$ cat src/rtl/accel_mode_pkg.sv
package accel_mode_pkg;
  // ****************************************
  // Register map
  // ****************************************
  localparam logic [7:0] INIT_KEY_ADDR = 8'h0F;
  localparam logic [7:0] MODE_CTRL_ADDR = 8'h10;
  localparam logic [7:0] BURST_COUNT_ADDR = 8'h29;
  localparam logic [7:0] MODE_CTRL_RESET = 8'h00;
  localparam logic [7:0] BURST_COUNT_RESET = 8'h00;
  // ****************************************
  // Start-up key values
  // ****************************************
  localparam logic [7:0] INIT_KEY_VALUE = 8'h42;
  localparam logic [7:0] INIT_READ_BUSY = 8'h45;
  localparam logic [7:0] INIT_READ_DONE = 8'h40;
  localparam logic [7:0] INIT_READ_KEYED = 8'h43;
  // ****************************************
  // Fields of the mode control register
  // ****************************************
  localparam int MODE_LSB = 0;
  localparam int X_DIS_BIT = 4;
  localparam int Y_DIS_BIT = 5;
  localparam int Z_DIS_BIT = 6;
  localparam int ONESHOT_BIT = 7;
  localparam logic [2:0] MODE_SLEEP = 3'h0;
  localparam logic [2:0] MODE_STANDBY = 3'h1;
  localparam logic [2:0] MODE_WATCH = 3'h2;
  localparam logic [2:0] MODE_CONT = 3'h5;
  localparam logic [2:0] MODE_COMBINED = 3'h6;
  localparam logic [2:0] MODE_BURST = 3'h7;
  localparam logic [7:0] BURST_ENDLESS = 8'hFF;
  // ****************************************
  // Timing
  // ****************************************
  localparam int CLK_HZ = 10_000_000;
  localparam int HEARTBEAT_US = 100;
  localparam int HEARTBEAT_CYCLES = HEARTBEAT_US * (CLK_HZ / 1_000_000);
  localparam int TRANSITION_BEATS = 3;
  localparam int STATUS_LAG_MIN_MS = 2;
  localparam int STARTUP_US = 50;
  localparam int STARTUP_CYCLES = STARTUP_US * (CLK_HZ / 1_000_000);
endpackage

$ cat src/rtl/accel_mode_control.sv
`timescale 1ns/100ps
// How it works
// - Key reads 0x45 busy, 0x40 ready, 0x43 keyed
// - Mode change done within three heartbeats
// - Hardware itself rewrites the mode select field
// - Status mode lags request by 2-10 ms
// - Code 000 is sleep, clocks stopped
// - Code 001 is standby, no sampling
// - Code 010 watches; activity jumps to continuous
// - Code 101 samples continuously, watch off
// - Code 110 runs watch and sampling together
// - Code 111 bursts, then returns to sleep; count 0xFF bursts endlessly
// - Bits 4-6 disable X, Y, Z axes
// - Bit 7 fires one-shot burst of count
// - One-shot only from standby; returns to standby
// - External trigger uses pin edges, burst mode
module accel_mode_control #(
  parameter int HEARTBEAT_DIV = accel_mode_pkg::HEARTBEAT_CYCLES,
  parameter int LAG_BEATS = accel_mode_pkg::STATUS_LAG_MIN_MS * 1000
      / accel_mode_pkg::HEARTBEAT_US,
  parameter int STARTUP_DIV = accel_mode_pkg::STARTUP_CYCLES
) (
  input wire logic clk_i,
  input wire logic reset_n_i,
  input wire logic [7:0] reg_addr_i,
  input wire logic [7:0] reg_wdata_i,
  input wire logic reg_write_i,
  input wire logic reg_read_i,
  output logic [7:0] reg_rdata_o,
  input wire logic activity_detect_i,
  input wire logic sample_done_i,
  input wire logic external_sample_start_enable_i,
  input wire logic external_sample_start_edge_i,
  input wire logic interrupt_out_pin_i,
  output logic [2:0] status_mode_o,
  output logic clocks_run_o,
  output logic sampling_run_o,
  output logic watch_run_o,
  output logic x_channel_enable_o,
  output logic y_channel_enable_o,
  output logic z_channel_enable_o,
  output logic sample_start_o
);
  // ****************************************
  // Parameter check
  // ****************************************
  if (HEARTBEAT_DIV < 1 || HEARTBEAT_DIV > 65536 ||
      STARTUP_DIV < 1 || STARTUP_DIV > 65536 ||
      LAG_BEATS < accel_mode_pkg::TRANSITION_BEATS || LAG_BEATS > 65535) begin
    $error("accel_mode_control: bad timing parameters");
  end
  // ****************************************
  // State
  // ****************************************
  typedef enum {ST_STARTUP, ST_READY, ST_KEYED} init_e;
  typedef struct packed {
    init_e init_state;
    logic [15:0] startup_count;
    logic [15:0] beat_count;
    logic [2:0] mode_select_field;
    logic [2:0] x_y_z_disable;
    logic [7:0] burst_sample_count;
    logic [7:0] burst_done;
    logic [7:0] burst_issued;
    logic burst_oneshot_command;
    logic [2:0] applied_mode;
    logic [1:0] apply_beats;
    logic [15:0] lag_beats;
    logic [2:0] status_mode;
    logic [2:0] pin_sync;
    logic pin_level;
    logic sample_start;
    logic [7:0] rdata;
  } state_s;
  state_s cur, next_cur;
  logic beat, pin_rise, pin_fall, running_mode_change, burst_more;
  wire logic [2:0] channel_enable;

  always_comb begin
    next_cur = cur;
    next_cur.sample_start = 1'b0;
    burst_more = 1'b0;
    beat = cur.beat_count == 16'(HEARTBEAT_DIV - 1);
    next_cur.beat_count = beat ? 16'h0000 : cur.beat_count + 16'h0001;
    // ****************************************
    // Start-up sequence and key
    // ****************************************
    if (cur.init_state == ST_STARTUP) begin
      next_cur.startup_count = cur.startup_count + 16'h0001;
      if (cur.startup_count == 16'(STARTUP_DIV - 1))
        next_cur.init_state = ST_READY;
    end
    if (reg_write_i && reg_addr_i == accel_mode_pkg::INIT_KEY_ADDR &&
        reg_wdata_i == accel_mode_pkg::INIT_KEY_VALUE && cur.init_state == ST_READY)
      next_cur.init_state = ST_KEYED;
    // ****************************************
    // Register reads
    // ****************************************
    if (reg_read_i) begin
      if (reg_addr_i == accel_mode_pkg::INIT_KEY_ADDR) begin
        case (cur.init_state)
          ST_STARTUP: next_cur.rdata = accel_mode_pkg::INIT_READ_BUSY;
          ST_READY: next_cur.rdata = accel_mode_pkg::INIT_READ_DONE;
          default: next_cur.rdata = accel_mode_pkg::INIT_READ_KEYED;
        endcase
      end else begin
        next_cur.rdata = 8'h00;
      end
    end
    // ****************************************
    // External trigger pin
    // ****************************************
    next_cur.pin_sync = {cur.pin_sync[1:0], interrupt_out_pin_i};
    if (cur.pin_sync[2] == cur.pin_sync[1])
      next_cur.pin_level = cur.pin_sync[1];
    pin_rise = next_cur.pin_level && !cur.pin_level;
    pin_fall = !next_cur.pin_level && cur.pin_level;
    // ****************************************
    // Register writes
    // ****************************************
    if (reg_write_i && reg_addr_i == accel_mode_pkg::BURST_COUNT_ADDR)
      next_cur.burst_sample_count = reg_wdata_i;
    if (reg_write_i && reg_addr_i == accel_mode_pkg::MODE_CTRL_ADDR) begin
      next_cur.mode_select_field = reg_wdata_i[accel_mode_pkg::MODE_LSB +: 3];
      next_cur.x_y_z_disable = {reg_wdata_i[accel_mode_pkg::Z_DIS_BIT],
        reg_wdata_i[accel_mode_pkg::Y_DIS_BIT], reg_wdata_i[accel_mode_pkg::X_DIS_BIT]};
      if (reg_wdata_i[accel_mode_pkg::ONESHOT_BIT] && !external_sample_start_enable_i &&
          cur.applied_mode == accel_mode_pkg::MODE_STANDBY) begin
        next_cur.burst_oneshot_command = 1'b1;
        next_cur.mode_select_field = accel_mode_pkg::MODE_BURST;
      end
      next_cur.apply_beats = 2'd0;
    end
    // ****************************************
    // Hardware-driven mode changes
    // ****************************************
    if (cur.applied_mode == accel_mode_pkg::MODE_WATCH && activity_detect_i)
      next_cur.mode_select_field = accel_mode_pkg::MODE_CONT;
    // ****************************************
    // Burst sampling, stops once the count is issued; count 0xFF never stops
    // ****************************************
    if (cur.applied_mode == accel_mode_pkg::MODE_BURST) begin
      burst_more = cur.burst_sample_count == accel_mode_pkg::BURST_ENDLESS ||
        cur.burst_issued == 8'h00 || cur.burst_issued < cur.burst_sample_count;
      if (external_sample_start_enable_i) begin
        if ((external_sample_start_edge_i ? pin_rise : pin_fall) && burst_more)
          next_cur.sample_start = 1'b1;
      end else if (beat && burst_more) begin
        next_cur.sample_start = 1'b1;
      end
      if (next_cur.sample_start && cur.burst_sample_count != accel_mode_pkg::BURST_ENDLESS)
        next_cur.burst_issued = cur.burst_issued + 8'h01;
      if (sample_done_i && cur.burst_sample_count != accel_mode_pkg::BURST_ENDLESS) begin
        next_cur.burst_done = cur.burst_done + 8'h01;
        if (cur.burst_done + 8'h01 >= cur.burst_sample_count) begin
          next_cur.burst_done = 8'h00;
          next_cur.burst_oneshot_command = 1'b0;
          next_cur.mode_select_field = cur.burst_oneshot_command ?
            accel_mode_pkg::MODE_STANDBY : accel_mode_pkg::MODE_SLEEP;
        end
      end
    end
    // ****************************************
    // Heartbeat-timed application and status lag
    // ****************************************
    running_mode_change = cur.applied_mode != cur.mode_select_field;
    if (running_mode_change && beat) begin
      if (cur.apply_beats == 2'(accel_mode_pkg::TRANSITION_BEATS - 1)) begin
        next_cur.applied_mode = cur.mode_select_field;
        next_cur.apply_beats = 2'd0;
        next_cur.lag_beats = 16'h0000;
        if (cur.applied_mode != accel_mode_pkg::MODE_BURST) begin
          next_cur.burst_done = 8'h00;
          next_cur.burst_issued = 8'h00;
        end
      end else begin
        next_cur.apply_beats = cur.apply_beats + 2'd1;
      end
    end
    if (cur.status_mode != cur.applied_mode && beat) begin
      next_cur.lag_beats = cur.lag_beats + 16'h0001;
      if (cur.lag_beats >= 16'(LAG_BEATS - accel_mode_pkg::TRANSITION_BEATS))
        next_cur.status_mode = cur.applied_mode;
    end
    if (!reset_n_i) begin
      next_cur = '0;
      next_cur.init_state = ST_STARTUP;
      next_cur.mode_select_field = accel_mode_pkg::MODE_CTRL_RESET[2:0];
      next_cur.burst_sample_count = accel_mode_pkg::BURST_COUNT_RESET;
      next_cur.pin_sync = 3'b111;
      next_cur.pin_level = 1'b1;
    end
  end

  always_ff @(posedge clk_i) begin
    cur <= next_cur;
  end

  // ****************************************
  // Outputs
  // ****************************************
  assign reg_rdata_o = cur.rdata;
  assign status_mode_o = cur.status_mode;
  assign clocks_run_o = cur.applied_mode != accel_mode_pkg::MODE_SLEEP;
  assign sampling_run_o = cur.applied_mode == accel_mode_pkg::MODE_CONT ||
    cur.applied_mode == accel_mode_pkg::MODE_COMBINED ||
    cur.applied_mode == accel_mode_pkg::MODE_BURST;
  assign watch_run_o = cur.applied_mode == accel_mode_pkg::MODE_WATCH ||
    cur.applied_mode == accel_mode_pkg::MODE_COMBINED;
  // ****************************************
  // Per-axis enables
  // ****************************************
  for (genvar ch = 0; ch < 3; ch++) begin
    assign channel_enable[ch] = !cur.x_y_z_disable[ch];
  end
  assign x_channel_enable_o = channel_enable[0];
  assign y_channel_enable_o = channel_enable[1];
  assign z_channel_enable_o = channel_enable[2];
  assign sample_start_o = cur.sample_start;
endmodule

$ cat config.mk
export PLATFORM = sky130hd
export DESIGN_NAME = accel_mode_control
export DESIGN_NICKNAME = d
export VERILOG_FILES = /design/src/rtl/accel_mode_pkg.sv /design/src/rtl/accel_mode_control.sv
export SDC_FILE = /design/constraint.sdc
export NUM_CORES = 1
export LEC_CHECK = 0
export BUFFER_PORTS_ARGS = -buffer_cell sky130_fd_sc_hd__buf_2
export CAP_MARGIN = 20
export CORE_ASPECT_RATIO = 1.1
export CORE_UTILIZATION = 41
export CTS_BUF_LIST = sky130_fd_sc_hd__clkbuf_16
export DETAILED_ROUTE_END_ITERATION = 6
export PLACE_DENSITY = 0.58
export SETUP_SLACK_MARGIN = 0.05
export SLEW_MARGIN = 20
export SYNTH_ARGS = -nofsm -noshare
export SYNTH_HDL_FRONTEND = slang
export SYNTH_SLANG_ARGS = --single-unit
$ cat constraint.sdc
create_clock -name clk_i -period 2.41 [get_ports clk_i]
set_input_delay 0.241 -clock clk_i [delete_from_list [all_inputs] [get_ports clk_i]]
set_output_delay 0.241 -clock clk_i [all_outputs]
set_load 0.005 [all_outputs]
Yosys cells after proc, flatten, opt, wreduce, memory -nomap -nowiden:

Index checks and enable logic that the tools add are counted.
W data, S select, Z words.

* shifts and indexed selects: 0
* bitwise operators: 1
* multiplexer cells: 35
* $lt $le $gt $ge: 3
* eq/ne operators: 20
* reduce and logical (&&, ||, !) cells: 44
* div/mod/pow operators: 0
* add/subtract/negate cells: 6
* multiply operators: 0

Operators by type and width (number)
* $logic_not A32 Y1: 2
* $mux W16: 4
* $add A16 B1 Y16 const B: 3
* $mux W18: 2
* $mux W8: 4
* $mux W19: 1
* $mux W3: 6
* $mux W17: 1
* $add A8 B1 Y8 const B: 2
* $eq A16 B10 Y1 const B: 1
* $eq A16 B9 Y1 const B: 1
* $ge A16 B5 Y1 const B: 1
* $logic_and A1 B1 Y1: 16
* $reduce_and A2 Y1: 6
* $mux W1: 11
* $reduce_bool A2 Y1: 5
* $eq A3 B3 Y1 const B: 3
* $eq A8 B4 Y1 const B: 1
* $eq A8 B5 Y1 const B: 1
* $eq A8 B6 Y1 const B: 1
* $eq A8 B7 Y1 const B: 1
* $eq A8 B8 Y1 const B: 1
* $ge A8 B8 Y1: 1
* $logic_not A8 Y1: 1
* 18 further kinds: 33

* bits in latches: 0
* memory bits (read-only): 0
* memory bits (writable): 0
* output and inout bits: 18
* logic and storage cells: 127
* flip-flop bits (word level): 102
* memories: 0
* input bits: 25

Longest topological paths before layout:

* depth after elaboration: 15
* mapped depth: 10

Worst setup path before layout:

No wires, ideal clock.

* path type: register -> register
* start point: register cur[46] (netlist bit)
* end point: register cur[66] (netlist bit)
* stages on the path, launching flop included: 10
* path buffers: 0
* path slack: 0.198 ns
* arrival: 2.150 ns
* path through: dfxtp_1 > and3_1 > and3_1 > nand3_1 > xnor2_1 > ha_1 > a2111oi_0 > o21a_1 > or2_2 > and4b_1

* word-level cells in the longest chain between the ends: 5

RTL lines
* start: declaration: line accel_mode_control.sv:75 `state_s cur, next_cur;`
* start signal: assignment: line accel_mode_control.sv:196 `cur <= next_cur;`
* $add A8 B1 Y8: line accel_mode_control.sv:155 `if (cur.burst_done + 8'h01 >= cur.burst_sample_count) begin`
* $ge A8 B8 Y1: line accel_mode_control.sv:155
* $mux W3: line accel_mode_control.sv:155
* $mux W3: line accel_mode_control.sv:153 `if (sample_done_i && cur.burst_sample_count != accel_mode_pkg::BURST_ENDLESS) begin`
* $mux W3: line accel_mode_control.sv:142 `if (cur.applied_mode == accel_mode_pkg::MODE_BURST) begin`

Every way passes these cells.
A chain may end at the register's enable or synchronous reset.

Worst setup path after layout:

* start point: register cur[48] (netlist bit)
* end point: register cur[65] (netlist bit)

The elaborated chain is that of the path after synthesis.

==> metrics.yaml <==
outcome:
  outcome: "complete, no violations"
clock_tree:
  clock_root_buffer: "clkbuf_16"
  tritoncts: "yes"
  clock_tree.buffer_depth: 2
  insertion_delay_ns: 0.35
  numCtsBuffers: 9
  worst_setup_hold_path_clk_slew_ns: 0.07
  clock_tree.htree_level_count: 3
  hold_buffers: 0
  clock_sink_count: 98
sta:
  slew-limit-headroom: 0.606
  max_slew.worst_pin.slew_ns: 0.583
  smallest_hold_slack_ns: 0.0731
  max_freq_mhz: 442
  fin_crit_ns: 2.26
  setup_slack_ns: 0.147
  fin_crit_sh: 0.939
  final.setup_skew_ns: 0.00411
  finalMaxSlewViolations: 0
  finalSetupViolations: 0
  grt_setup_unrepaired: "true"
  finalHoldViolCount: 0
critical_path:
  slowest_cell_on_crit_path: "dfxtp_4"
  setup.worst_path.start_class: "flip-flop"
  reg2reg_to: "cur[65]"
  arrival_ns: 2.54
  r2r-start: "cur[48]"
  timing.critical_path.slowest_cell_delay_ns: 0.37
  worstSetupEndpointType: "flip-flop"
  required_ns: 2.69
  crit_fanout: 4
  r2r_cells: 9
  reg2reg_slack_ns: 0.15
  crit_path_cell_trace: "and3_4, and3_4, nand3_2, xnor2_2, ha_1, a2111oi_4, o21a_1, or2_4, mux2i_1"
  timing_worst_setup_path_type: "reg2reg"
  cpMostUsedCell: "and3_4"
logic_synthesis:
  complex_gate_fraction_of_the_synthesized_area: 0.119
  adder_cell_area_share_of_the_yosys_netlist: 0.0555
  syn_area_um2: 5190
  yosys_most_used_dff: "dfxtp_1"
  edff_count_synth: 0
  syn_inst: 588
  syn-mean-instance-area_um2: 8.82
  largest_family_of_logic_cells_by_synthesized_area: "simple AND/OR/NAND/NOR gates"
  synth-seq-area-share: 0.378
  yosys.area_share.xor_xnor: 0.0810
  muxShareOfSynthArea: 0.0328
  yosys_warnings: 0
  synthArstFlopShare: 0
  synth_seq_cells: 98
  number_of_library_cell_types_mapped_by_synthesis: 57
  synth_simple_gate_area_share: 0.285
grt:
  vias_in_the_first_global_route: 3949
  first_pass_grt_wire_length_um: 19000
  grt.overflow.total: 0
  global_route.usage.total: 0.184
  maximum_number_of_pins_on_one_net_before_global_route_repair: 54
  initial_antenna_violation_count: 0
die:
  start_util: 0.425
  die_y_um: 120
  design.portCount: 43
  placement_rows: 42
  fp.coreArea_um2: 12200
  floorplan.die.width_um: 109
  die_area_um2: 13100
finish:
  final_util: 0.488
  antenna_cells: 0
  synthToLayoutAreaGrowth_pct: 14.6
  fill_cells: 1161
  stdcell_area_um2: 5950
  ratio_of_cells_with_drive_above_1_in_the_final_layout: 0.155
  design.final.nets: 676
  layout.cells.non_filler: 787
  layout.cells.most_common: "dfxtp_1"
  final_cell_mix: "dfxtp_1 (95), nor2_1 (48), nand2_1 (41)"
place:
  numPortBuffers: 38
  gp_congestion: 0.864
  placed_cell_area_um2: 5500
  placement.setup.worst_slack_ns: -0.0721
  place_hpwl_um: 8120
  placedCellCount: 764
power:
  sequentialPowerShare: 0.517
  intPower_mw: 2.47
  power.density_cell_area_nw_per_um2: 533
  p_sw_frac: 0.220
  pwr-share-comb: 0.031
  max-vdd-ir-drop_mv: 0.256
  power.clock.fraction: 0.452
  p_leak_nw: 2.44
  power.net_switching_uw: 698
route:
  detail_route.wirelength_um: 11100
  antenna_violating_nets_post_route: 0
  wl_per_cell_um: 14.1
  vias_per_cell: 5.30
  post-route-drc-count: 0
  via_count: 4169
  drt_first_pass_iters: 4
  initialDrtViolationCount: 237
hold_path:
  worstHoldEndpoint: "cur[10]"
  worstHoldPathCells: 2
  hp-start: "interrupt_out_pin_i"
  worstHoldPathType: "in2reg"
job:
  max_cap_violations: 0
[synthesized netlist by cell type, drive strengths merged (2+ instances only)]
cell type / count / area share
a2111oi: 2 / 0.0034
a21boi: 12 / 0.017
a21o: 2 / 0.0029
a21oi: 17 / 0.016
a31o: 2 / 0.0034
a31oi: 2 / 0.0024
and2: 18 / 0.022
and3: 18 / 0.022
and4: 5 / 0.0089
and4b: 4 / 0.0077
and4bb: 2 / 0.0048
buf: 19 / 0.024
clkbuf: 10 / 0.0072
dfxtp: 98 / 0.38
ha: 23 / 0.055
inv: 24 / 0.017
mux2i: 17 / 0.033
nand2: 41 / 0.030
nand2b: 13 / 0.016
nand3: 30 / 0.029
nand4: 13 / 0.016
nor2: 48 / 0.035
nor2b: 23 / 0.028
nor3: 8 / 0.0096
nor3b: 4 / 0.0058
nor4: 7 / 0.0096
nor4b: 8 / 0.016
o211a: 4 / 0.0077
o211ai: 4 / 0.0084
o21a: 7 / 0.010
o21ai: 21 / 0.020
o221a: 5 / 0.013
o311a: 2 / 0.0039
o31ai: 2 / 0.0029
or2: 3 / 0.0036
or3: 12 / 0.014
or4: 2 / 0.0029
xnor2: 21 / 0.035
xor2: 27 / 0.046
[how the worst max path moves through the flow]
| stage | from | end | slack [ns] | cells past startpoint |
|---|---|---|---|---|
| detailed placement | cur[46] | cur[52] | -0.07 | 10 |
| CTS | cur[46] | cur[65] | 0.06 | 10 |
| global route | cur[46] | cur[65] | 0.02 | 10 |
| floorplan | cur[46] | cur[66] | 0.20 | 9 |
| global placement | cur[46] | cur[52] | 0.06 | 10 |
| finish | cur[48] | cur[65] | 0.15 | 9 |
[state kept, by name, summed over array words and instances, names as in the netlist]
register	cells
sample_start_o	1
status_mode_o	3
cur	90
reg_rdata_o	4
[through the flow]
step | power [mW] | setup TNS [ns]
floorplan | 1.74 | 0
global placement | 1.77 | 0
detailed placement | 1.78 | -0.534
CTS | 3.22 | 0
global route | 3.31 | 0
finish | 3.17 | 0
[cell type report]
cell class              instances  area, µm²  share of cell area
repair buffers                 55        330              0.0555
inverters                      24       90.1              0.0151
multi-input cells             440       3070               0.516
clock buffers                   9        225              0.0379
flip-flops and latches         98       1970               0.331
clock inverters                 7       70.1              0.0118
well taps                     154        193              0.0324
[per-layer routing]
metal / up-vias / wire [µm] / GRT usage
met5: - / 0 / 0
met4: 0 / 174 / 0.0650
met3: 11 / 305 / 0.0337
met2: 44 / 5400 / 0.306
met1: 1987 / 5220 / 0.235
li1: 2127 / - / -
[power by group through the flow]
stage | clock network [mW] | logic (mW) | registers, mW
2_1_floorplan | 0 | 0.0595 | 1.68
3_3_place_gp | 0 | 0.0962 | 1.68
6_report | 1.43 | 0.0984 | 1.64
5_1_grt | 1.56 | 0.111 | 1.64
4_1_cts | 1.48 | 0.0993 | 1.64
3_5_place_dp | 0 | 0.0987 | 1.68
[kinds of logic (layout without fill, tap and decap cells)]
logic type	after synthesis	count (layout)
adders and majority gates	23	23
buffers and inverters	53	95
and+or+nand+nor	262	262
other	1	4
AOI/OAI and AO/OA	86	86
DFF	98	98
muxes	17	17
xor gates and xnor gates	48	48
[timing repair]
item / 4_1_cts / 5_1_grt
pin swaps: 0 / 6
buffers inserted: 0 / 7
endpoints found under the setup margin: 12 / 21
gates cloned: 0 / 0
resized for setup: 6 / 16
[worst max-delay path: cells and delay by family (launching register included)]
family	cells	cell delay (ns)
flops	1	0.37
xor+xnor	1	0.16
compound gates	2	0.49
fa+ha+maj	1	0.34
mux	1	0.19
simple gates	4	0.65
(Power assumes the default switching activity.)
